==> src/include/rhp_pkg.sv <==
// Constants shared by the reference switch and home position block.
// Assumes a word-addressed plain register port with 8-bit addresses.
`default_nettype none

package rhp_pkg;

  // ===========================================================================
  // Register addresses
  // ===========================================================================
  localparam logic [7:0] RHP_ADDR_REF_CONF = 8'h01;
  localparam logic [7:0] RHP_ADDR_LATCHED  = 8'h10;
  localparam logic [7:0] RHP_ADDR_HOME     = 8'h11;
  localparam logic [7:0] RHP_ADDR_RANGE    = 8'h12;
  localparam logic [7:0] RHP_ADDR_TARGET   = 8'h13;
  localparam logic [7:0] RHP_ADDR_ACTUAL   = 8'h14;
  localparam logic [7:0] RHP_ADDR_STATUS   = 8'h15;
  localparam logic [7:0] RHP_ADDR_MASK     = 8'h16;
  localparam logic [7:0] RHP_ADDR_CONTROL  = 8'h17;

  // ===========================================================================
  // Field positions of reference_switch_config and the control register
  // ===========================================================================
  localparam int RHP_B_POL_LEFT      = 2;
  localparam int RHP_B_POL_RIGHT     = 3;
  localparam int RHP_B_LAT_INACT_L   = 10;
  localparam int RHP_B_LAT_ACT_L     = 11;
  localparam int RHP_B_LAT_INACT_R   = 12;
  localparam int RHP_B_LAT_ACT_R     = 13;
  localparam int RHP_B_LEFT_HOME     = 14;
  localparam int RHP_B_RIGHT_HOME    = 15;
  localparam int RHP_B_SRC_LO        = 16;
  localparam int RHP_B_ARM           = 20;
  localparam int RHP_B_ZERO_ARRIVE   = 21;
  localparam int RHP_B_WRAP          = 22;
  localparam int RHP_B_CTRL_POS_MODE = 0;

  // ===========================================================================
  // Home source encodings
  // ===========================================================================
  localparam logic [3:0] RHP_HS_INDEX   = 4'h0;
  localparam logic [3:0] RHP_HS_HI_RISE = 4'h2;
  localparam logic [3:0] RHP_HS_HI_NEG  = 4'h3;
  localparam logic [3:0] RHP_HS_HI_FALL = 4'h4;
  localparam logic [3:0] RHP_HS_HI_MID  = 4'h6;
  localparam logic [3:0] RHP_HS_LO_MID  = 4'h9;
  localparam logic [3:0] RHP_HS_LO_RISE = 4'hB;
  localparam logic [3:0] RHP_HS_LO_NEG  = 4'hC;
  localparam logic [3:0] RHP_HS_LO_FALL = 4'hD;

  // ===========================================================================
  // Status bits and reset values
  // ===========================================================================
  localparam int RHP_ST_W          = 3;
  localparam int RHP_ST_HOME_DONE  = 0;
  localparam int RHP_ST_STOP_LATCH = 1;
  localparam int RHP_ST_ARRIVED    = 2;

  localparam logic [31:0] RHP_REF_CONF_RST = 32'h0000_0000;
  localparam logic [31:0] RHP_WORD_RST     = 32'h0000_0000;
  localparam logic [31:0] RHP_RANGE_RST    = 32'h0000_0000;
  localparam logic [2:0]  RHP_MASK_RST     = 3'h0;

endpackage

`default_nettype wire

==> src/include/rhp_pos_if.sv <==
// Link between the control logic and the position tracker.
// Assumes both ends run on the same clock.
`timescale 1ns/1ps
`default_nettype none

interface rhp_pos_if #(parameter int W = 32);
  logic         step;
  logic         dir_up;
  logic         zero_req;
  logic         wrap_en;
  logic [W-1:0] range;
  logic [W-1:0] pos;

  modport ctrl (output step, output dir_up, output zero_req,
                output wrap_en, output range, input pos);
  modport trk  (input step, input dir_up, input zero_req,
                input wrap_en, input range, output pos);
endinterface

`default_nettype wire

==> src/rhp_ref_home.sv <==
// Reference switch latching, home capture and position zero/wrap control.
// Assumes synchronous switch inputs and a ramp generator issuing steps.
`timescale 1ns/1ps
`default_nettype none

// How it works
// - Right stop turning inactive copies position into latched position if enabled.
// - Right stop turning active copies position into latched position if enabled.
// - Left stop also acts as home when its home bit is set.
// - Right stop also acts as home when its home bit is set.
// - Source zero takes the next encoder index pulse as home event.
// - Sources 6 and 9 put home mid-range, high or low active.
// - Sources 11 and 13 are low active, home at rising or falling edge.
// - Sources 3 and 12 report the inactive level as negative region.
// - Armed tracking stores position as home and raises the done event.
// - Clearing the done event after a capture disarms tracking by itself.
// - Without zeroing, positioning mode holds motion at the target.
// - With zeroing, position clears at target and the next ramp starts.
// - Wraparound confines position to minus range up to range minus one.
// - Each stop polarity bit picks low active at zero, high at one.
module rhp_ref_home
  import rhp_pkg::*;
#(
  parameter int W = 32
) (
  input  wire logic         clk,
  input  wire logic         rst,
  input  wire logic [7:0]   reg_addr,
  input  wire logic [31:0]  reg_wdata,
  input  wire logic         reg_wr,
  input  wire logic         reg_rd,
  output logic      [31:0]  reg_rdata,
  input  wire logic         left_stop_input,
  input  wire logic         right_stop_input,
  input  wire logic         home_reference_input,
  input  wire logic         encoder_index,
  input  wire logic         step_pulse,
  input  wire logic         step_dir_up,
  output logic              irq,
  output logic              motion_hold,
  output logic              ramp_restart,
  output logic              home_region_negative
);
  // ===========================================================================
  // State
  // ===========================================================================
  typedef struct packed {
    logic [31:0]         conf;
    logic [W-1:0]        latched;
    logic [W-1:0]        home;
    logic [W-1:0]        range;
    logic [W-1:0]        target;
    logic                pos_mode;
    logic [RHP_ST_W-1:0] status;
    logic [RHP_ST_W-1:0] mask;
    logic                arm_pending;
    logic [W-1:0]        act_start;
    logic                was_at_target;
    logic [31:0]         rdata;
    logic                hold;
    logic                restart;
    logic                neg_region;
  } rhp_main_t;

  rhp_main_t st;
  rhp_main_t next_st;

  rhp_pos_if #(.W(W)) pif ();

  logic       left_act;
  logic       right_act;
  logic [3:0] src;
  logic       ref_used;
  logic       ref_high;
  logic       ref_act;
  logic       home_act;
  logic [2:0] lv;
  logic [2:0] rise;
  logic [2:0] fall;
  logic       home_evt;
  logic [W-1:0] home_val;
  logic [W:0]   mid_sum;
  logic       at_target;
  logic       zero_now;
  logic       rd_status;

  if (W < 2 || W > 32) begin : g_chk
    $error("rhp_ref_home: W must lie between 2 and 32");
  end

  // ===========================================================================
  // Switch and home levels
  // ===========================================================================
  // A polarity bit of one means the switch is high active.
  assign left_act  = left_stop_input  == st.conf[RHP_B_POL_LEFT];
  assign right_act = right_stop_input == st.conf[RHP_B_POL_RIGHT];

  assign src = st.conf[RHP_B_SRC_LO +: 4];

  // Decode which encodings use the reference input and which level is active.
  always_comb begin
    ref_used = 1'b1;
    ref_high = 1'b1;
    case (src)
      RHP_HS_HI_RISE, RHP_HS_HI_NEG, RHP_HS_HI_FALL: begin
        ref_high = 1'b1;
      end
      RHP_HS_HI_MID: begin
        ref_high = 1'b1;
      end
      RHP_HS_LO_MID: begin
        ref_high = 1'b0;
      end
      RHP_HS_LO_RISE, RHP_HS_LO_FALL: begin
        ref_high = 1'b0;
      end
      RHP_HS_LO_NEG: begin
        ref_high = 1'b0;
      end
      default: begin
        ref_used = 1'b0;
      end
    endcase
  end

  assign ref_act  = ref_used && (home_reference_input == ref_high);
  // Stop switches join the home signal only when their home bits say so.
  assign home_act = ref_act
                  | (st.conf[RHP_B_LEFT_HOME]  & left_act)
                  | (st.conf[RHP_B_RIGHT_HOME] & right_act);

  assign lv = {home_act, right_act, left_act};

  rhp_edge_det #(.W(3)) u_edges (
    .clk   (clk),
    .rst   (rst),
    .level (lv),
    .rise  (rise),
    .fall  (fall)
  );

  // ===========================================================================
  // Home event selection
  // ===========================================================================
  // Mid-range uses a one-bit wider sum so the average cannot overflow.
  assign mid_sum = {st.act_start[W-1], st.act_start}
                 + {pif.pos[W-1], pif.pos};

  always_comb begin
    home_evt = 1'b0;
    home_val = pif.pos;
    case (src)
      RHP_HS_INDEX: begin
        // A stop marked as home may still supply the event here.
        home_evt = encoder_index | rise[2];
      end
      RHP_HS_HI_FALL, RHP_HS_LO_FALL: begin
        home_evt = fall[2];
      end
      RHP_HS_HI_MID, RHP_HS_LO_MID: begin
        home_evt = fall[2];
        home_val = mid_sum[W:1];
      end
      RHP_HS_LO_RISE: begin
        home_evt = rise[2];
      end
      default: begin
        home_evt = rise[2];
      end
    endcase
  end

  // ===========================================================================
  // Arrival at target
  // ===========================================================================
  assign at_target = st.pos_mode && (pif.pos == st.target);
  // Zeroing fires once per arrival so a zero target does not retrigger.
  assign zero_now  = at_target && !st.was_at_target
                   && st.conf[RHP_B_ZERO_ARRIVE];

  assign pif.step     = step_pulse && !st.hold;
  assign pif.dir_up   = step_dir_up;
  assign pif.zero_req = zero_now;
  assign pif.wrap_en  = st.conf[RHP_B_WRAP];
  assign pif.range    = st.range;

  rhp_pos_track u_track (
    .clk (clk),
    .rst (rst),
    .pif (pif)
  );

  assign rd_status = reg_rd && (reg_addr == RHP_ADDR_STATUS);

  // ===========================================================================
  // Next-state logic
  // ===========================================================================
  // Events set status bits after the read clear, so a set is never lost.
  always_comb begin
    next_st         = st;
    next_st.restart = 1'b0;
    next_st.was_at_target = at_target;

    // Register writes.
    if (reg_wr) begin
      case (reg_addr)
        RHP_ADDR_REF_CONF: next_st.conf   = reg_wdata;
        RHP_ADDR_RANGE:    next_st.range  = reg_wdata[W-1:0];
        RHP_ADDR_TARGET:   next_st.target = reg_wdata[W-1:0];
        RHP_ADDR_MASK:     next_st.mask   = reg_wdata[RHP_ST_W-1:0];
        RHP_ADDR_CONTROL:  next_st.pos_mode = reg_wdata[RHP_B_CTRL_POS_MODE];
        default: begin
        end
      endcase
    end

    // Reading status clears it; a cleared capture event disarms tracking.
    if (rd_status) begin
      next_st.status = '0;
      if (st.status[RHP_ST_HOME_DONE] && st.arm_pending) begin
        next_st.conf[RHP_B_ARM] = 1'b0;
        next_st.arm_pending     = 1'b0;
      end
    end

    // Stop switch latching on the right and left inputs.
    if ((fall[1] && st.conf[RHP_B_LAT_INACT_R])
        || (rise[1] && st.conf[RHP_B_LAT_ACT_R])
        || (fall[0] && st.conf[RHP_B_LAT_INACT_L])
        || (rise[0] && st.conf[RHP_B_LAT_ACT_L])) begin
      next_st.latched = pif.pos;
      next_st.status[RHP_ST_STOP_LATCH] = 1'b1;
    end

    // Start of the active range is kept for the mid-range home.
    if (rise[2]) begin
      next_st.act_start = pif.pos;
    end

    // Home capture only while tracking is armed.
    if (home_evt && st.conf[RHP_B_ARM] && !st.arm_pending) begin
      next_st.home        = home_val;
      next_st.arm_pending = 1'b1;
      next_st.status[RHP_ST_HOME_DONE] = 1'b1;
    end

    // Inactive reference level marks the negative side of home.
    case (src)
      RHP_HS_HI_NEG: next_st.neg_region = !home_reference_input;
      RHP_HS_LO_NEG: next_st.neg_region = home_reference_input;
      default:       next_st.neg_region = 1'b0;
    endcase

    // Arrival: hold, or zero and let the next ramp go on at once.
    if (at_target && !st.was_at_target) begin
      next_st.status[RHP_ST_ARRIVED] = 1'b1;
    end
    if (zero_now) begin
      next_st.restart = 1'b1;
      next_st.hold    = 1'b0;
    end else begin
      next_st.hold = at_target && !st.conf[RHP_B_ZERO_ARRIVE];
    end
    if (!st.pos_mode) begin
      next_st.hold = 1'b0;
    end

    // Read data appear in the cycle after the strobe only.
    next_st.rdata = '0;
    if (reg_rd) begin
      case (reg_addr)
        RHP_ADDR_REF_CONF: next_st.rdata = st.conf;
        RHP_ADDR_LATCHED:  next_st.rdata = 32'(signed'(st.latched));
        RHP_ADDR_HOME:     next_st.rdata = 32'(signed'(st.home));
        RHP_ADDR_RANGE:    next_st.rdata = 32'(st.range);
        RHP_ADDR_TARGET:   next_st.rdata = 32'(signed'(st.target));
        RHP_ADDR_ACTUAL:   next_st.rdata = 32'(signed'(pif.pos));
        RHP_ADDR_STATUS:   next_st.rdata = 32'(st.status);
        RHP_ADDR_MASK:     next_st.rdata = 32'(st.mask);
        RHP_ADDR_CONTROL:  next_st.rdata = 32'(st.pos_mode);
        default:           next_st.rdata = '0;
      endcase
    end
  end

  // ===========================================================================
  // State register
  // ===========================================================================
  always_ff @(posedge clk) begin
    if (rst) begin
      st          <= '0;
      st.conf     <= RHP_REF_CONF_RST;
      st.range    <= RHP_RANGE_RST[W-1:0];
      st.target   <= RHP_WORD_RST[W-1:0];
      st.mask     <= RHP_MASK_RST;
    end else begin
      st <= next_st;
    end
  end

  // ===========================================================================
  // Outputs
  // ===========================================================================
  assign reg_rdata            = st.rdata;
  assign irq                  = |(st.status & st.mask);
  assign motion_hold          = st.hold;
  assign ramp_restart         = st.restart;
  assign home_region_negative = st.neg_region;
endmodule

`default_nettype wire

==> src/rhp_edge_det.sv <==
// Edge detector for a vector of levels.
// Assumes the levels are synchronous to clk.
`timescale 1ns/1ps
`default_nettype none

module rhp_edge_det #(
  parameter int W = 1
) (
  input  wire logic         clk,
  input  wire logic         rst,
  input  wire logic [W-1:0] level,
  output logic      [W-1:0] rise,
  output logic      [W-1:0] fall
);
  typedef struct packed {
    logic [W-1:0] prev;
  } rhp_edge_t;

  rhp_edge_t st;
  rhp_edge_t next_st;

  if (W < 1) begin : g_chk
    $error("rhp_edge_det: W must be at least 1");
  end

  // The previous level is kept so edges appear in the cycle of change.
  always_comb begin
    next_st.prev = level;
  end

  always_ff @(posedge clk) begin
    if (rst) begin
      st <= '0;
    end else begin
      st <= next_st;
    end
  end

  // Edges compare the present level with the one seen a cycle ago.
  assign rise = level & ~st.prev;
  assign fall = ~level & st.prev;
endmodule

`default_nettype wire

==> src/rhp_pos_track.sv <==
// Actual position counter with optional wraparound range.
// Assumes step requests are single-cycle and range is positive.
`timescale 1ns/1ps
`default_nettype none

module rhp_pos_track (
  input wire logic clk,
  input wire logic rst,
  rhp_pos_if.trk   pif
);
  localparam int W = $bits(pif.pos);

  typedef struct packed {
    logic signed [W-1:0] pos;
  } rhp_trk_t;

  rhp_trk_t st;
  rhp_trk_t next_st;
  logic signed [W-1:0] lo;
  logic signed [W-1:0] hi;

  if (W < 2) begin : g_chk
    $error("rhp_pos_track: position width must be at least 2");
  end

  // Wrap limits are -range and range-1; zeroing beats any step.
  always_comb begin
    next_st = st;
    lo = -$signed(pif.range);
    hi = $signed(pif.range) - W'(1);
    if (pif.zero_req) begin
      next_st.pos = '0;
    end else if (pif.step) begin
      if (pif.dir_up) begin
        if (pif.wrap_en && st.pos >= hi) begin
          next_st.pos = lo;
        end else begin
          next_st.pos = st.pos + W'(1);
        end
      end else begin
        if (pif.wrap_en && st.pos <= lo) begin
          next_st.pos = hi;
        end else begin
          next_st.pos = st.pos - W'(1);
        end
      end
    end
  end

  always_ff @(posedge clk) begin
    if (rst) begin
      st <= '0;
    end else begin
      st <= next_st;
    end
  end

  assign pif.pos = st.pos;
endmodule

`default_nettype wire

==> config.mk <==
export PLATFORM = sky130hd
export DESIGN_NAME = rhp_ref_home
export DESIGN_NICKNAME = d
export VERILOG_FILES = /design/src/include/rhp_pkg.sv /design/src/include/rhp_pos_if.sv /design/src/rhp_ref_home.sv /design/src/rhp_edge_det.sv /design/src/rhp_pos_track.sv
export SDC_FILE = /design/constraint.sdc
export NUM_CORES = 1
export LEC_CHECK = 0
export BUFFER_PORTS_ARGS = -buffer_cell sky130_fd_sc_hd__buf_2
export CAP_MARGIN = 20
export CORE_UTILIZATION = 60
export DETAILED_ROUTE_END_ITERATION = 8
export PLACE_DENSITY = 0.78
export SYNTH_ARGS = -nofsm -noshare
export SYNTH_HDL_FRONTEND = slang
export SYNTH_SLANG_ARGS = --single-unit
==> constraint.sdc <==
create_clock -name clk -period 6.15 [get_ports clk]
set_clock_uncertainty 0.15 [all_clocks]
set_input_delay 0.3075 -clock clk [delete_from_list [all_inputs] [get_ports clk]]
set_output_delay 0.3075 -clock clk [all_outputs]
set_load 0.05 [all_outputs]
==> flow_metrics.tcl, run 1 <==
set metrics [dict create \
    status "complete, no violations" \
    tightest_hold_check_type "input pin to register" \
    final_cell_area_um2 18900 \
    io_pins 86 \
    critical_path_arrival_ps 6010 \
    clk_pin_slew_ps 60 \
    timing.critical_path.to_type "register" \
    grt_start_max_net_pins 93 \
    asyncSetResetFlopFracSynth 0 \
    placement_rows 61 \
    initial_core_util 0.609 \
    detailroute.via_count 17200 \
    syn-num-nets 2310 \
    fin_crit_ps 5660 \
    main_area_contributors_after_synthesis "dfxtp_1 32%, nand2_1 8.3%, ha_1 7.2%" \
    crit_buf_inv 2 \
    vias_per_cell 6.66 \
    fillCellCount 2292 \
    share_comb_of_total_power 0.122 \
    period_share 0.921 \
    ys.warnings.count 0 \
    dr_wl_met3_mm 6.88 \
    fraction_of_post_synthesis_cell_area_in_the_top_cell_type_by_area 0.321 \
    report.final.setup_viol 0 \
    p_sw_mw 1.16 \
    place_hpwl_mm 40.3 \
    mostFrequentLayoutCell "nand2_1" \
    drt_drc_violations_left 0 \
    critical-path-top-delay-family "simple AND/OR/NAND/NOR gates" \
    post-cts-setup-buffers 0 \
    timing.setup.tns_ps 0 \
    coreArea_um2 27800 \
    drv_slew 0 \
    dpl_cell_area_um2 17500 \
    synth-edff-count 0 \
    chipWidth_um 170 \
    die-area_um2 28900 \
    clock_tree.root_cell "clkbuf_16" \
    area_growth_syn_to_layout_pct 11.6 \
    cp-start-kind "register" \
    path_max_fanout 24 \
    cts_inserted_buffers 30 \
    postSynthAreaPerCell_um2 7.83 \
    globalRouteTotalUtil 0.400 \
    fmax_mhz 177 \
    cp_slowest_stage_delay_ps 550 \
    clock_latency_ps 580 \
    firstDrtPassIters 9 \
    grt_pass1_wl_mm 89.2 \
    cts_tree "yes" \
    finalWirelength_mm 59.1 \
    crit_path_top_delay_cell "or4_1" \
    max-slew-margin-rel 0.176 \
    wirelength_met1_mm 21.8 \
    internal-power_mw 3.11 \
    finalNetCount 2325 \
    tightestPinTransition_ps 1230 \
    io_buffer_count 85 \
    synth_flop_cell "dfxtp_1" \
    route.antenna.remaining_nets 0 \
    cts-root-to-sink-buffers 3 \
    globalplace.congestion 0.966 \
    mostFrequentLayoutCells "371 x nand2_1, 271 x dfxtp_1, 215 x a21oi_1" \
    die-height_um 170 \
    rsz0062_at_grt "no" \
    postSynthRegisterBits 271 \
    drt_iter0_markers 2180 \
    power.ir.vdd_worst_mv 0.218 \
    yosys.area.top_type "dfxtp_1" \
    highest-signal-layer "met4" \
    timing.hold.ws_ps 21.4 \
    max-cap-violations 0 \
    pwr-share-seq 0.429 \
    synth_area_um2 16900 \
    criticalPathCategory "register to register" \
    drive_gt1_frac 0.109 \
    ys_seq_area_frac 0.321 \
    wl_per_cell_um 22.9 \
    synthDistinctLibCells 77 \
    detailroute.wirelength.met2_mm 25.7 \
    hold_violations 0 \
    grt_antenna_before_repair 1 \
    critical_path_required_ps 6500 \
    grt_pass1_vias 16100 \
    power.static_leakage_nw 7.58 \
    clkPwrFrac 0.449 \
    synthCells 2161 \
    overflow 0 \
    cts.htree.levels 1 \
    powerDensity_nw_per_um2 226 \
    critical_path.cell_chain "nor3_2, or3b_2, nor3_2, nand4_1, or2_2, nor3_1, xnor2_1, inv_1, ha_1, nand4_1, or4_1, nand2b_1, a31oi_1, a21oi_2, buf_4, a211oi_1, mux2_2, o221ai_1, a21oi_1" \
    cts_num_sinks 271 \
    power_switching_share 0.272 \
]
==> cells by family after synthesis <==
logic type / share of synthesized area
AND/OR/NAND/NOR: 0.209
AO/OA/AOI/OAI: 0.205
flip-flops: 0.321
buffers and inverters: 0.0631
multiplexers: 0.0781
adder cells (fa/ha/maj): 0.0736
XOR/XNOR: 0.0497
==> final cells by class <==
cell class	count	area, µm²	share of cell area
antenna	1	2.50	0.000132
clock inverter	16	236	0.0125
sequential	271	5430	0.287
multi-input combinational	1639	10500	0.557
timing repair buffer	174	1200	0.0636
clock buffer	38	811	0.0429
inverter	60	225	0.0119
tap	378	473	0.0250
==> worst paths after layout <==
check | startpoint | to | slack (ps) | depth (start not counted)
worst min register to register | st[231] | st[231] | 310 | 2
worst max-delay path | pif.range[0] | u_track.pif.pos[16] | 490 | 19
worst max register to register | pif.range[0] | u_track.pif.pos[16] | 490 | 19
worst min-delay path | rst | st[196] | 20 | 2
==> repair_timing <==
action                     4_1_cts  5_1_grt
resized for setup                0        3
setup endpoints to repair        0       17
hold endpoints to repair       103        0
hold buffers                    36        0
==> state kept, by name, summed over array words and instances (netlist names) <==
register              count
st                      164
src                       4
u_track.pif.pos          32
pif.range                32
reg_rdata                32
pif.wrap_en               1
motion_hold               1
ramp_restart              1
home_region_negative      1
u_edges.st                3
==> routing by layer <==
layer  GRT usage  vias up
met5           0        -
met4       0.264        0
met3      0.0912      314
met2       0.628     1167
met1       0.490     7956
li1            -     7730
==> power groups by stage <==
stage | clock network, mW | logic [mW] | registers, mW
finish | 1.92 | 0.522 | 1.83
global route | 2.00 | 0.561 | 1.83
CTS | 1.92 | 0.502 | 1.83
detailed placement | 0 | 0.481 | 1.87
global placement | 0 | 0.470 | 1.87
floorplan | 0 | 0.343 | 1.83
==> Yosys cell counts (all sizes together) (8+ instances only) <==
| library cell | instances |
|---|---|
| a211oi | 23 |
| a21o | 24 |
| nand4 | 30 |
| nor2 | 193 |
| o211ai | 21 |
| ha | 98 |
| mux2i | 95 |
| and3 | 12 |
| nand2 | 372 |
| inv | 59 |
| a222oi | 32 |
| a311oi | 21 |
| a31oi | 12 |
| nor3 | 39 |
| o221ai | 8 |
| clkbuf | 149 |
| and4 | 8 |
| nor4b | 8 |
| mux2 | 11 |
| a22o | 10 |
| nor2b | 18 |
| nand3 | 33 |
| buf | 42 |
| a21oi | 217 |
| xor2 | 58 |
| nor4 | 20 |
| o21ai | 86 |
| nand2b | 12 |
| xnor2 | 38 |
| a32o | 13 |
| or3 | 13 |
| mux4 | 11 |
| dfxtp | 271 |
==> stage by stage <==
stage                     power [mW]  worst slack, ps  utilization  std cells
after floorplan                 2.17              902            -       2161
after global placement          2.34              513        0.629       2486
after detailed placement        2.35              363        0.629       2486
after CTS                       4.26              347        0.680       2576
after global routing            4.39             83.2        0.680       2576
final                           4.27              488        0.680       2577
==> worst reg2reg max path, stage by stage, from the launching register on <==
cell and delay (ps):
dfxtp_1 390, nor3_2 250, or3b_2 540, nor3_2 300, nand4_1 220, or2_2 370, nor3_1 220, xnor2_1 250
inv_1 80, ha_1 420, nand4_1 200, or4_1 550, nand2b_1 210, a31oi_1 300, a21oi_2 90, buf_4 250
a211oi_1 310, mux2_2 210, o221ai_1 120, a21oi_1 160
(Power assumes the default switching activity.)
==> inputs of run 2 (changes only) <==
--- a/config.mk
+++ b/config.mk
@@ -7,9 +7,12 @@
 export LEC_CHECK = 0
 export BUFFER_PORTS_ARGS = -buffer_cell sky130_fd_sc_hd__buf_2
 export CAP_MARGIN = 20
-export CORE_UTILIZATION = 60
+export CELL_PAD_IN_SITES_DETAIL_PLACEMENT = 0
+export CELL_PAD_IN_SITES_GLOBAL_PLACEMENT = 2
+export CORE_UTILIZATION = 37
 export DETAILED_ROUTE_END_ITERATION = 8
-export PLACE_DENSITY = 0.78
+export PLACE_DENSITY = 0.8
+export SLEW_MARGIN = 20
 export SYNTH_ARGS = -nofsm -noshare
 export SYNTH_HDL_FRONTEND = slang
 export SYNTH_SLANG_ARGS = --single-unit
==> flow_metrics.tcl, run 2 (synthesis results as in run 1) <==
set metrics [dict create \
    place_hpwl_mm 47.8 \
    hp-start "reg_addr[2]" \
    crit-reg2reg-launch "pif.range[0]" \
    vias_per_cell 5.91 \
    fillCellCount 4570 \
    timing.critical_path.to_type "register" \
    globalplace.congestion 0.932 \
    mostFrequentLayoutCells "372 x nand2_1, 271 x dfxtp_1, 215 x a21oi_1" \
    drt_drc_violations_left 0 \
    share_comb_of_total_power 0.123 \
    rsz0062_at_grt "no" \
    fmax_mhz 175 \
    r2r_cells 19 \
    overflow 0 \
    detailroute.wirelength.met2_mm 31.0 \
    tightestPinTransition_ps 1060 \
    drive_gt1_frac 0.116 \
    layout_setup_ws_ps 442 \
    clock_tree.root_cell "clkbuf_16" \
    grt_start_max_net_pins 79 \
    critical_path_arrival_ps 6010 \
    io_pins 86 \
    tightest_hold_check_type "input pin to register" \
    highest-signal-layer "met5" \
    antennaDiodeCount 0 \
    finalNetCount 2344 \
    area_growth_syn_to_layout_pct 14.5 \
    reg_with_most_ffs "st" \
    grt_pass1_vias 15800 \
    fin_crit_ps 5710 \
    clock_latency_ps 560 \
    grt_pass1_wl_mm 101 \
    initial_core_util 0.379 \
    hold_violations 0 \
    drt_iter0_markers 1604 \
    power.ir.vdd_worst_mv 0.204 \
    power_switching_share 0.275 \
    wirelength_met1_mm 28.6 \
    placement_rows 77 \
    cts_inserted_buffers 34 \
    clkPwrFrac 0.471 \
    cp-start-kind "register" \
    chipWidth_um 216 \
    path_max_fanout 15 \
    wl_per_cell_um 23.9 \
    cts-root-to-sink-buffers 3 \
    max-slew-margin-rel 0.293 \
    max-cap-violations 0 \
    io_buffer_count 85 \
    cts_num_sinks 271 \
    clk_pin_slew_ps 60 \
    period_share 0.928 \
    cts_tree "yes" \
    post-cts-setup-buffers 0 \
    place_worst_setup_slack_ps 354 \
    die-height_um 216 \
    criticalPathCategory "register to register" \
    internal-power_mw 3.25 \
    dr_wl_met3_mm 4.93 \
    detailroute.via_count 16600 \
    p_sw_mw 1.23 \
    power.static_leakage_nw 7.71 \
    drv_slew 0 \
    die-area_um2 46600 \
    status "complete, no violations" \
    hold_depth 4 \
    report.final.setup_viol 0 \
    pwr-share-seq 0.406 \
    timing.setup.tns_ps 0 \
    firstDrtPassIters 6 \
    critical_path.startpoint "pif.range[0]" \
    grt_antenna_before_repair 3 \
    route.antenna.remaining_nets 0 \
    mostFrequentLayoutCell "nand2_1" \
    coreArea_um2 44700 \
    finalWirelength_mm 67.1 \
    globalRouteTotalUtil 0.285 \
    powerDensity_nw_per_um2 231 \
    largest_register_ff_count 164 \
    critical_path_required_ps 6450 \
    cts.htree.levels 2 \
]
==> run 2: cell types whose count changed in the layout (fill, tap and decap cells not counted), sizes merged <==
cell,previous run,this run
buf,138,151
clkbuf,38,41
dlygate4sd3,36,38
diode,1,0
==> run 2: metrics by stage <==
stage	util	cells	area [µm²]	power (mW)	hold WS (ps)
floorplan	-	2161	16900	2.17	276
global placement	0.399	2713	17800	2.37	295
detailed placement	0.399	2713	17800	2.38	301
CTS	0.433	2808	19400	4.51	86.1
global route	0.433	2808	19400	4.64	133
finish	0.433	2808	19400	4.48	101
==> run 2: layer usage <==
| metal | vias up | global-route usage |
|---|---|---|
| li1 | 7774 | - |
| met4 | 2 | 0.117 |
| met5 | - | 0 |
| met3 | 132 | 0.0488 |
| met2 | 639 | 0.469 |
| met1 | 8047 | 0.369 |
==> run 2: area by class of cell <==
cell class	instances	area [µm²]	area share
flip-flops and latches	271	5430	0.280
clock inverters	16	229	0.0118
well taps	592	741	0.0382
inverters	60	225	0.0116
clock buffers	41	917	0.0473
multi-input cells	1639	10500	0.543
repair buffers	189	1310	0.0677
==> run 2: worst max-delay path, stage by stage (launching register included) <==
cell,delay [ps]
dfxtp_1,390
nor3_1,320
or3b_2,560
nor3_2,350
nand4_1,200
or2_2,360
nor3_1,220
xnor2_1,260
inv_1,80
ha_1,410
nand4_1,150
or4_1,530
nand2b_1,200
nand2_1,120
o32ai_1,120
nor2_1,170
nand2_1,440
nand2_1,190
o21ai_0,100
a32o_1,280
==> run 2: what timing repair did <==
item / in CTS / in global routing
hold endpoints to repair: 114 / 0
gates resized for setup: 0 / 3
hold buffers: 38 / 0
endpoints found under the setup margin: 0 / 12
==> run 2: final timing paths <==
path / end / slack [ps]
worst max-delay path: u_track.pif.pos[14] / 440
worst min-delay path: reg_rdata[1] / 100
worst max register to register: u_track.pif.pos[14] / 440
worst min register to register: st[210] / 310
==> run 2: power by group through the flow <==
stage / registers [mW] / logic (mW) / clock network, mW
3_3_place_gp: 1.86 / 0.516 / 0
6_report: 1.82 / 0.551 / 2.11
2_1_floorplan: 1.83 / 0.343 / 0
5_1_grt: 1.82 / 0.598 / 2.22
3_5_place_dp: 1.86 / 0.521 / 0
4_1_cts: 1.82 / 0.541 / 2.15
